==> src/slot_remap_pkg.sv <==
// constants, carriers and states shared by the slot remapping unit
//
// Behaviour
// RL1: remapping stays off after reset until its enable parameter is set.
// RL2: table is a 64 byte record, index 0x7f; byte n maps target slot n+1.
// RL3: entry 0x00 ignores the target slot, so the layout may hold gaps.
// RL4: entries 0x01 to 0x40 redirect every access to that physical slot.
// RL5: entry 0xff makes a virtual module whose inputs always read zero.
// RL6: writes to a virtual module output area are discarded.
// RL7: with remapping on and a valid table, start-up reports no layout mismatch.
// RL8: output data for a missing physical module is dropped, never driven.
// RL9: input data of a missing physical module reads as all zeros.
// RL10: the table sits in retentive storage that survives power loss and restart.
// RL11: writer sends all 64 bytes at once; reads may fetch single table bytes.
// RL12: a valid table is committed to storage only when it differs.
// RL13: a valid record at the diagnostic address is stored and active at once.
// RL14: configuring party must also allow start-up with differing layouts.
// RL15: any entry 0x41 to 0xfe rejects the write; old table stays in force.
package slot_remap_pkg;

  // ----------------------------------------------------------------
  // record layout and entry encodings
  // ----------------------------------------------------------------
  localparam logic [7:0] REC_INDEX = 8'h7f;
  localparam logic [15:0] DIAG_ADDR = 16'h0100; // arbitrary diagnostic address
  localparam logic [6:0] LAST_BYTE = 7'h3f;
  localparam logic [6:0] SLOT_COUNT = 7'h40;
  localparam logic [7:0] ENTRY_IGNORE = 8'h00;
  localparam logic [7:0] ENTRY_SLOT_MAX = 8'h40;
  localparam logic [7:0] ENTRY_VIRTUAL = 8'hff;

  // ----------------------------------------------------------------
  // carriers
  // ----------------------------------------------------------------
  typedef logic [63:0][7:0] table_t;

  typedef struct packed {
    logic valid;
    logic write;
    logic [6:0] slot;
    logic [7:0] data;
  } io_req_t;

  typedef struct packed {
    logic valid;
    logic first;
    logic last;
    logic [15:0] addr;
    logic [7:0] index;
    logic [7:0] data;
  } rec_wr_t;

  typedef struct packed {
    logic valid;
    logic [5:0] byte_sel;
  } rec_rd_t;

  typedef enum logic [2:0] {
    WR_IDLE = 3'b001,
    WR_FILL = 3'b010,
    WR_SKIP = 3'b100
  } wr_state_t;

endpackage

==> src/io_slot_remap_table.sv <==
// slot remapping unit: record intake, table lookup and backplane redirection
`timescale 1ns/1ns
module io_slot_remap_table (
  input wire logic core_clk,
  input wire logic resetn,
  input wire logic free_slot_remap,
  input wire logic [63:0] bp_present,
  input wire logic [63:0] planned_present,
  input wire slot_remap_pkg::io_req_t acc_req,
  input wire logic [7:0] bp_rdata,
  input wire slot_remap_pkg::rec_wr_t rec_wr,
  input wire slot_remap_pkg::rec_rd_t rec_rd,
  output slot_remap_pkg::io_req_t bp_req_q,
  output logic acc_done_q,
  output logic [7:0] acc_rdata_q,
  output logic rd_done_q,
  output logic [7:0] rd_data_q,
  output logic wr_ok_q,
  output logic wr_err_q,
  output logic commit_q,
  output logic mismatch_q
);

  // ----------------------------------------------------------------
  // helpers
  // ----------------------------------------------------------------

  // entry codes that a table may legally hold
  function automatic logic entry_ok(input logic [7:0] b);
    entry_ok = (b <= slot_remap_pkg::ENTRY_SLOT_MAX) || (b == slot_remap_pkg::ENTRY_VIRTUAL);
  endfunction

  // slot numbers run 1 to 64; anything else is no slot
  function automatic logic slot_in_range(input logic [6:0] s);
    slot_in_range = (s != 7'h00) && (s <= slot_remap_pkg::SLOT_COUNT);
  endfunction

  // table entry of a target slot, ignore code when out of range
  function automatic logic [7:0] lookup(input slot_remap_pkg::table_t t, input logic [6:0] s);
    logic [6:0] i;
    i = s - 7'h01;
    lookup = slot_in_range(s) ? t[i[5:0]] : slot_remap_pkg::ENTRY_IGNORE;
  endfunction

  // module present at a physical slot
  function automatic logic slot_present(input logic [63:0] p, input logic [6:0] s);
    logic [6:0] i;
    i = s - 7'h01;
    slot_present = slot_in_range(s) && p[i[5:0]];
  endfunction

  // ----------------------------------------------------------------
  // state
  // ----------------------------------------------------------------
  typedef struct packed {
    logic en;
    slot_remap_pkg::wr_state_t wr_st;
    logic [6:0] cnt;
    logic bad;
    slot_remap_pkg::table_t shadow;
    slot_remap_pkg::io_req_t bp;
    logic acc_pend;
    logic acc_done;
    logic [7:0] acc_rdata;
    logic rd_done;
    logic [7:0] rd_data;
    logic wr_ok;
    logic wr_err;
    logic commit;
    logic mismatch;
  } state_t;

  state_t q;
  state_t d;

  slot_remap_pkg::table_t tbl;
  slot_remap_pkg::table_t new_table;
  logic tbl_valid;
  logic remap_on;
  logic [7:0] entry;
  logic [6:0] phys;
  logic fwd;
  logic take;
  logic finishing;
  logic rec_ok;
  logic tbl_differs;
  logic nv_we;
  logic [7:0] rd_peek;
  logic [6:0] cnt_b;
  logic bad_b;

  // active table, held in retentive flops
  remap_store u_store (
    .core_clk(core_clk),
    .we(nv_we),
    .wdata(new_table),
    .table_q(tbl),
    .valid_q(tbl_valid)
  );

  // ----------------------------------------------------------------
  // next state
  // ----------------------------------------------------------------
  always_comb begin
    d = q;
    d.acc_done = 1'b0;
    d.rd_done = 1'b0;
    d.wr_ok = 1'b0;
    d.wr_err = 1'b0;
    d.commit = 1'b0;
    take = 1'b0;
    finishing = 1'b0;
    rec_ok = 1'b0;
    nv_we = 1'b0;
    cnt_b = q.cnt;
    bad_b = q.bad;
    new_table = q.shadow;

    // enable follows its parameter, cleared by reset
    d.en = free_slot_remap; // RL1
    remap_on = q.en && tbl_valid;

    // access redirection through the table
    entry = lookup(tbl, acc_req.slot); // RL2
    phys = remap_on ? entry[6:0] : acc_req.slot;
    fwd = 1'b1;
    if (remap_on && (entry == slot_remap_pkg::ENTRY_IGNORE)) begin
      fwd = 1'b0; // RL3
    end
    if (remap_on && (entry == slot_remap_pkg::ENTRY_VIRTUAL)) begin
      fwd = 1'b0; // RL5 RL6
    end
    if (!slot_present(bp_present, phys)) begin
      fwd = 1'b0; // RL8 RL9
    end
    d.bp = '0;
    if (acc_req.valid && fwd) begin
      d.bp.valid = 1'b1;
      d.bp.write = acc_req.write;
      d.bp.slot = phys; // RL4
      d.bp.data = acc_req.data;
    end

    // answer one cycle after the backplane cycle, zero unless truly read
    d.acc_pend = acc_req.valid;
    d.acc_done = q.acc_pend;
    d.acc_rdata = (q.acc_pend && q.bp.valid && !q.bp.write) ? bp_rdata : 8'h00; // RL5 RL9

    // partial record read of the active table
    rd_peek = tbl[rec_rd.byte_sel];
    d.rd_done = rec_rd.valid; // RL11
    d.rd_data = rd_peek;

    // layout check result
    d.mismatch = remap_on ? 1'b0 : (planned_present != bp_present); // RL7

    // record intake
    if (rec_wr.valid && rec_wr.first) begin
      if ((rec_wr.addr == slot_remap_pkg::DIAG_ADDR)
          && (rec_wr.index == slot_remap_pkg::REC_INDEX)) begin
        take = 1'b1; // RL13
        cnt_b = 7'h00;
        bad_b = 1'b0;
      end else begin
        d.wr_st = rec_wr.last ? slot_remap_pkg::WR_IDLE : slot_remap_pkg::WR_SKIP;
      end
    end else if (rec_wr.valid) begin
      unique case (q.wr_st)
        slot_remap_pkg::WR_IDLE: begin
          d.wr_st = slot_remap_pkg::WR_IDLE;
        end
        slot_remap_pkg::WR_FILL: begin
          take = 1'b1;
        end
        slot_remap_pkg::WR_SKIP: begin
          if (rec_wr.last) begin
            d.wr_st = slot_remap_pkg::WR_IDLE;
          end
        end
        default: begin
          d.wr_st = slot_remap_pkg::WR_IDLE;
        end
      endcase
    end

    if (take) begin
      if (cnt_b[6]) begin
        bad_b = 1'b1; // RL11
      end else begin
        new_table[cnt_b[5:0]] = rec_wr.data;
        bad_b = bad_b || !entry_ok(rec_wr.data); // RL15
      end
      d.shadow = new_table;
      d.cnt = cnt_b[6] ? cnt_b : cnt_b + 7'h01;
      d.bad = bad_b;
      d.wr_st = slot_remap_pkg::WR_FILL;
      if (rec_wr.last) begin
        finishing = 1'b1;
        rec_ok = (cnt_b == slot_remap_pkg::LAST_BYTE) && !bad_b; // RL11 RL15
        d.wr_st = slot_remap_pkg::WR_IDLE;
      end
    end

    // commit only what differs from the stored table
    // a store never written (valid bit unknown or low) always counts as different
    if (tbl_valid && (new_table == tbl)) begin
      tbl_differs = 1'b0;
    end else begin
      tbl_differs = 1'b1;
    end
    if (finishing && rec_ok) begin
      nv_we = tbl_differs; // RL12 RL13
      d.commit = tbl_differs;
      d.wr_ok = 1'b1;
    end
    if (finishing && !rec_ok) begin
      d.wr_err = 1'b1; // RL15
    end
  end

  // state register with synchronous reset
  always_ff @(posedge core_clk) begin
    if (!resetn) begin
      q <= '0;
      q.wr_st <= slot_remap_pkg::WR_IDLE;
    end else begin
      q <= d;
    end
  end

  // ----------------------------------------------------------------
  // outputs
  // ----------------------------------------------------------------
  assign bp_req_q = q.bp;
  assign acc_done_q = q.acc_done;
  assign acc_rdata_q = q.acc_rdata;
  assign rd_done_q = q.rd_done;
  assign rd_data_q = q.rd_data;
  assign wr_ok_q = q.wr_ok;
  assign wr_err_q = q.wr_err;
  assign commit_q = q.commit;
  assign mismatch_q = q.mismatch;
endmodule

==> src/remap_store.sv <==
// retentive holding store for the active remap table
`timescale 1ns/1ns
module remap_store (
  input wire logic core_clk,
  input wire logic we,
  input wire slot_remap_pkg::table_t wdata,
  output slot_remap_pkg::table_t table_q,
  output logic valid_q
);

  typedef struct packed {
    slot_remap_pkg::table_t tbl;
    logic valid;
  } store_t;

  store_t q;
  store_t d;

  // next contents: only a committed write changes them
  always_comb begin
    d = q;
    if (we) begin
      d.tbl = wdata;
      d.valid = 1'b1;
    end
  end

  // storage is deliberately outside the reset so it survives restart
  always_ff @(posedge core_clk) begin
    q <= d; // RL10
  end

  assign table_q = q.tbl;
  assign valid_q = q.valid;

endmodule

==> config.mk <==
export PLATFORM = sky130hd
export DESIGN_NAME = io_slot_remap_table
export DESIGN_NICKNAME = d
export VERILOG_FILES = /design/src/slot_remap_pkg.sv /design/src/io_slot_remap_table.sv /design/src/remap_store.sv
export SDC_FILE = /design/constraint.sdc
export NUM_CORES = 2
export LEC_CHECK = 0
export BUFFER_PORTS_ARGS = -buffer_cell sky130_fd_sc_hd__buf_2
export CORE_ASPECT_RATIO = 1.2
export CORE_MARGIN = 1
export CORE_UTILIZATION = 40
export CTS_BUF_LIST = sky130_fd_sc_hd__clkbuf_16
export DETAILED_ROUTE_END_ITERATION = 8
export GPL_TIMING_DRIVEN = 0
export MAX_ROUTING_LAYER = met4
export PLACE_DENSITY_LB_ADDON = 0.15
export SLEW_MARGIN = 20
export SYNTH_ARGS = -nofsm -noshare
export SYNTH_HDL_FRONTEND = slang
export SYNTH_SLANG_ARGS = --single-unit
==> constraint.sdc <==
create_clock -name core_clk -period 35.9 [get_ports core_clk]
set_clock_uncertainty 0.1 [all_clocks]
set_input_delay 5.385 -clock core_clk [delete_from_list [all_inputs] [get_ports core_clk]]
set_output_delay 5.385 -clock core_clk [all_outputs]
set_load 0.005 [all_outputs]
==> results.yml <==
clock_network:
  postCtsHoldBufs: 0
  h-tree-depth: 3
  cts_resized: 0
  clk_latency_ps: 810
  root_buffer: "clkbuf_16"
  numCtsBuffers: 118
  clkTransAtPathRegs_ps: 60
  cts_buffer_depth: 3
  postCtsSetupBuffers: 0
  clock_sinks: 1076
  cts_tree: "built"
grt:
  grt_pass1_vias: 43200
  grt_max_degree: 50
  antenna_found_initial: 91
  met2_usage_pct: 71.4
  grt_pass1_wl_mm: 464
  gr-usage-met3_pct: 24.4
  grt_overflow_total: 0
  grtUsageTotal_pct: 54.3
  grt-busiest-layer: "met2"
  grt_util_met1_pct: 58.8
power_and_ir_drop:
  p_total_mw: 2.78
  vdd_ir_drop_max_mv: 0.0434
  power_per_cell_area_nw_per_um2: 43.1
  leakage_nw: 25.0
setup_path:
  worstSetupPathType: "in2reg"
  start_kind: "input port"
  max_stage_delay_ps: 970
  arrival_ps: 14950
  worst_path_max_delay_cell: "a21oi_1"
  critPathMaxFanout: 48
  crit_path_end_kind: "flop"
  critical_path.cell_chain: "buf_2 > nor3_2 > nand2_1 > clkbuf_1 > clkbuf_1 > nor3_1 > a21oi_1 > xor2_1 > nand4_1 > nor4_1 > nand4_1 > nor4_1 > nand4_1 > and2_4 > buf_12 > buf_16 > buf_16 > buf_12 > buf_16"
  crit_required_ps: 36320
routing:
  drc: 4
  routed_via_density: 6.79
  firstDrtPassIters: 9
  wire_per_inst_um: 51.2
  ant_nets: 0
  via_count: 49200
  wirelength_mm: 371
  first_iter_violations: 9993
timing:
  fin_setup_tns_ps: 0
  fmax_mhz: 68.8
  drv_slew: 0
  rsz0062_at_grt: "no"
  finalCritPeriodShare_pct: 40.5
  fin_crit_ps: 14530
  worst_pin_slew_ps: 1470
  hold_viol: 0
  setup_viol: 0
  slew_headroom_pct: 1.37
die:
  die_h_um: 408
  initial_utilization_pct: 40.4
  die_area_sq_um: 139000
  rows: 148
  num_io_pins: 237
  die_x_um: 340
  coreArea_sq_um: 136000
synthesis:
  synth_seq_cells: 1076
  seq_area_frac_synth_pct: 48.6
  synth.distinct_cells: 87
  syn_nets: 5012
  synth_top_area_share_pct: 28.0
  syn_inst: 4810
  syn_area_sq_um: 54800
  avgSynthCellArea_sq_um: 11.4
  synth_edf_count: 512
  synth_area_leaders: "edfxtp_1 (28%), dfxtp_1 (21%), mux4_2 (13%), mux2i_1 (6.6%), xnor2_1 (4.1%)"
  synth_top_cell_by_area: "edfxtp_1"
  synth_top_flop_cell: "dfxtp_1"
  synthTopCellsByCount: "dfxtp_1 (564), edfxtp_1 (512), inv_1 (467), mux2i_1 (364), nor2_1 (361)"
  async_flop_share_pct: 0
  synth.most_common_cell: "dfxtp_1"
  yosysWarnings: 0
flow_run:
  cap_violations: 1
outcome:
  outcome: "finished with violations"
  violations: "design-rule violations, max-capacitance violations"
placement:
  gp_congestion: 1.16
  dp_hpwl_mm: 293
  port-buffer-count: 226
layout:
  finalNetCount: 5449
  syn2layout_area_growth_pct: 17.7
  drive_above_1_share_pct: 20.5
hold_path:
  hold_class: "reg2reg"
cell usage in the layout (no fill, tap or decap), types with 30 or more instances in the layout:
master and instances:
buf_2 276, dfxtp_1 564, nor2_1 342, xnor2_1 249, buf_12 30, a21oi_1 168
xor2_1 218, nor2b_1 208, nor4_1 58, buf_16 32, clkbuf_1 104, buf_4 52
a21boi_0 30, clkbuf_2 88, and2_1 78, o21ai_0 84, clkbuf_16 121, mux4_2 319
inv_1 505, edfxtp_1 512, nand3_1 93, nand2_1 195, nand4_1 126, nor3_1 91
diode_2 99, mux2i_1 358
path summary, 6_finish.rpt:
| check | to | slack, ps | start | depth (start not counted) |
|---|---|---|---|---|
| worst max-delay path | u_store.table_q[404] | 21370 | rec_wr[33] | 19 |
| worst max register to register | u_store.table_q[404] | 24970 | q[557] | 17 |
| worst min-delay path | q[443] | 370 | q[443] | 2 |
| worst min register to register | q[443] | 370 | q[443] | 2 |
logic make-up (layout without fill, tap and decap cells):
kind of cell	Yosys count	after routing	share of synthesized area (%)
multiplexers	704	704	20.2
buffers and inverters	759	1299	5.60
AND/OR/NAND/NOR	1352	1352	12.7
other	0	99	0
flip-flops	1076	1076	48.6
AO/OA/AOI/OAI	435	435	5.07
adder cells (fa/ha/maj)	4	4	0.0913
XOR/XNOR	480	480	7.68
metal layers:
metal | vias up | share of wire [%]
met4 | 0 | 13
li1 | 18100 | -
met1 | 24400 | 33
met5 | - | 0
met3 | 1597 | 15
met2 | 5138 | 40
power breakdown:
part	switching, mW	total, mW	leakage (nW)	internal [mW]
Sequential	0.000697	1.28	8.11	1.27
Clock	0.566	1.24	1.99	0.672
Combinational	0.194	0.269	14.9	0.0744
flip-flops by register name (all words and copies together), names as in the netlist:
| register | count |
|---|---|
| d | 1 |
| wr_ok_q | 1 |
| acc_done_q | 1 |
| rd_done_q | 1 |
| bp_req_q | 17 |
| u_store.table_q | 512 |
| rd_data_q | 8 |
| mismatch_q | 1 |
| acc_rdata_q | 8 |
| q | 524 |
| commit_q | 1 |
| wr_err_q | 1 |
metrics by stage:
| step | worst slack (ps) | area (sq um) | hold WS (ps) | std cells | util, % |
|---|---|---|---|---|---|
| 3_5_place_dp | 21140 | 60400 | 358 | 6927 | 44.5 |
| 6_report | 21370 | 64500 | 369 | 7249 | 47.5 |
| 4_1_cts | 21940 | 64200 | 366 | 7150 | 47.3 |
| 2_1_floorplan | 15520 | 54800 | 327 | 4810 | - |
| 3_3_place_gp | 1270 | 58200 | 347 | 6836 | 42.9 |
| 5_1_grt | 22150 | 64400 | 390 | 7221 | 47.5 |
final cells by class:
class                      count  area (sq um)
sequential                  1076         26700
antenna                       99           248
multi-input combinational   2975         25500
timing repair buffer         317          2900
buffer                       290          1450
tap                         1800          2250
clock inverter               102           746
inverter                     469          1760
fill                       12600         71200
clock buffer                 121          3030
worst max-delay path, delay by kind of cell:
family | cells | cell delay [ps]
compound gates | 1 | 970
xor+xnor | 1 | 660
buf+inv | 8 | 2990
simple gates | 9 | 4740
(Power assumes the default switching activity.)
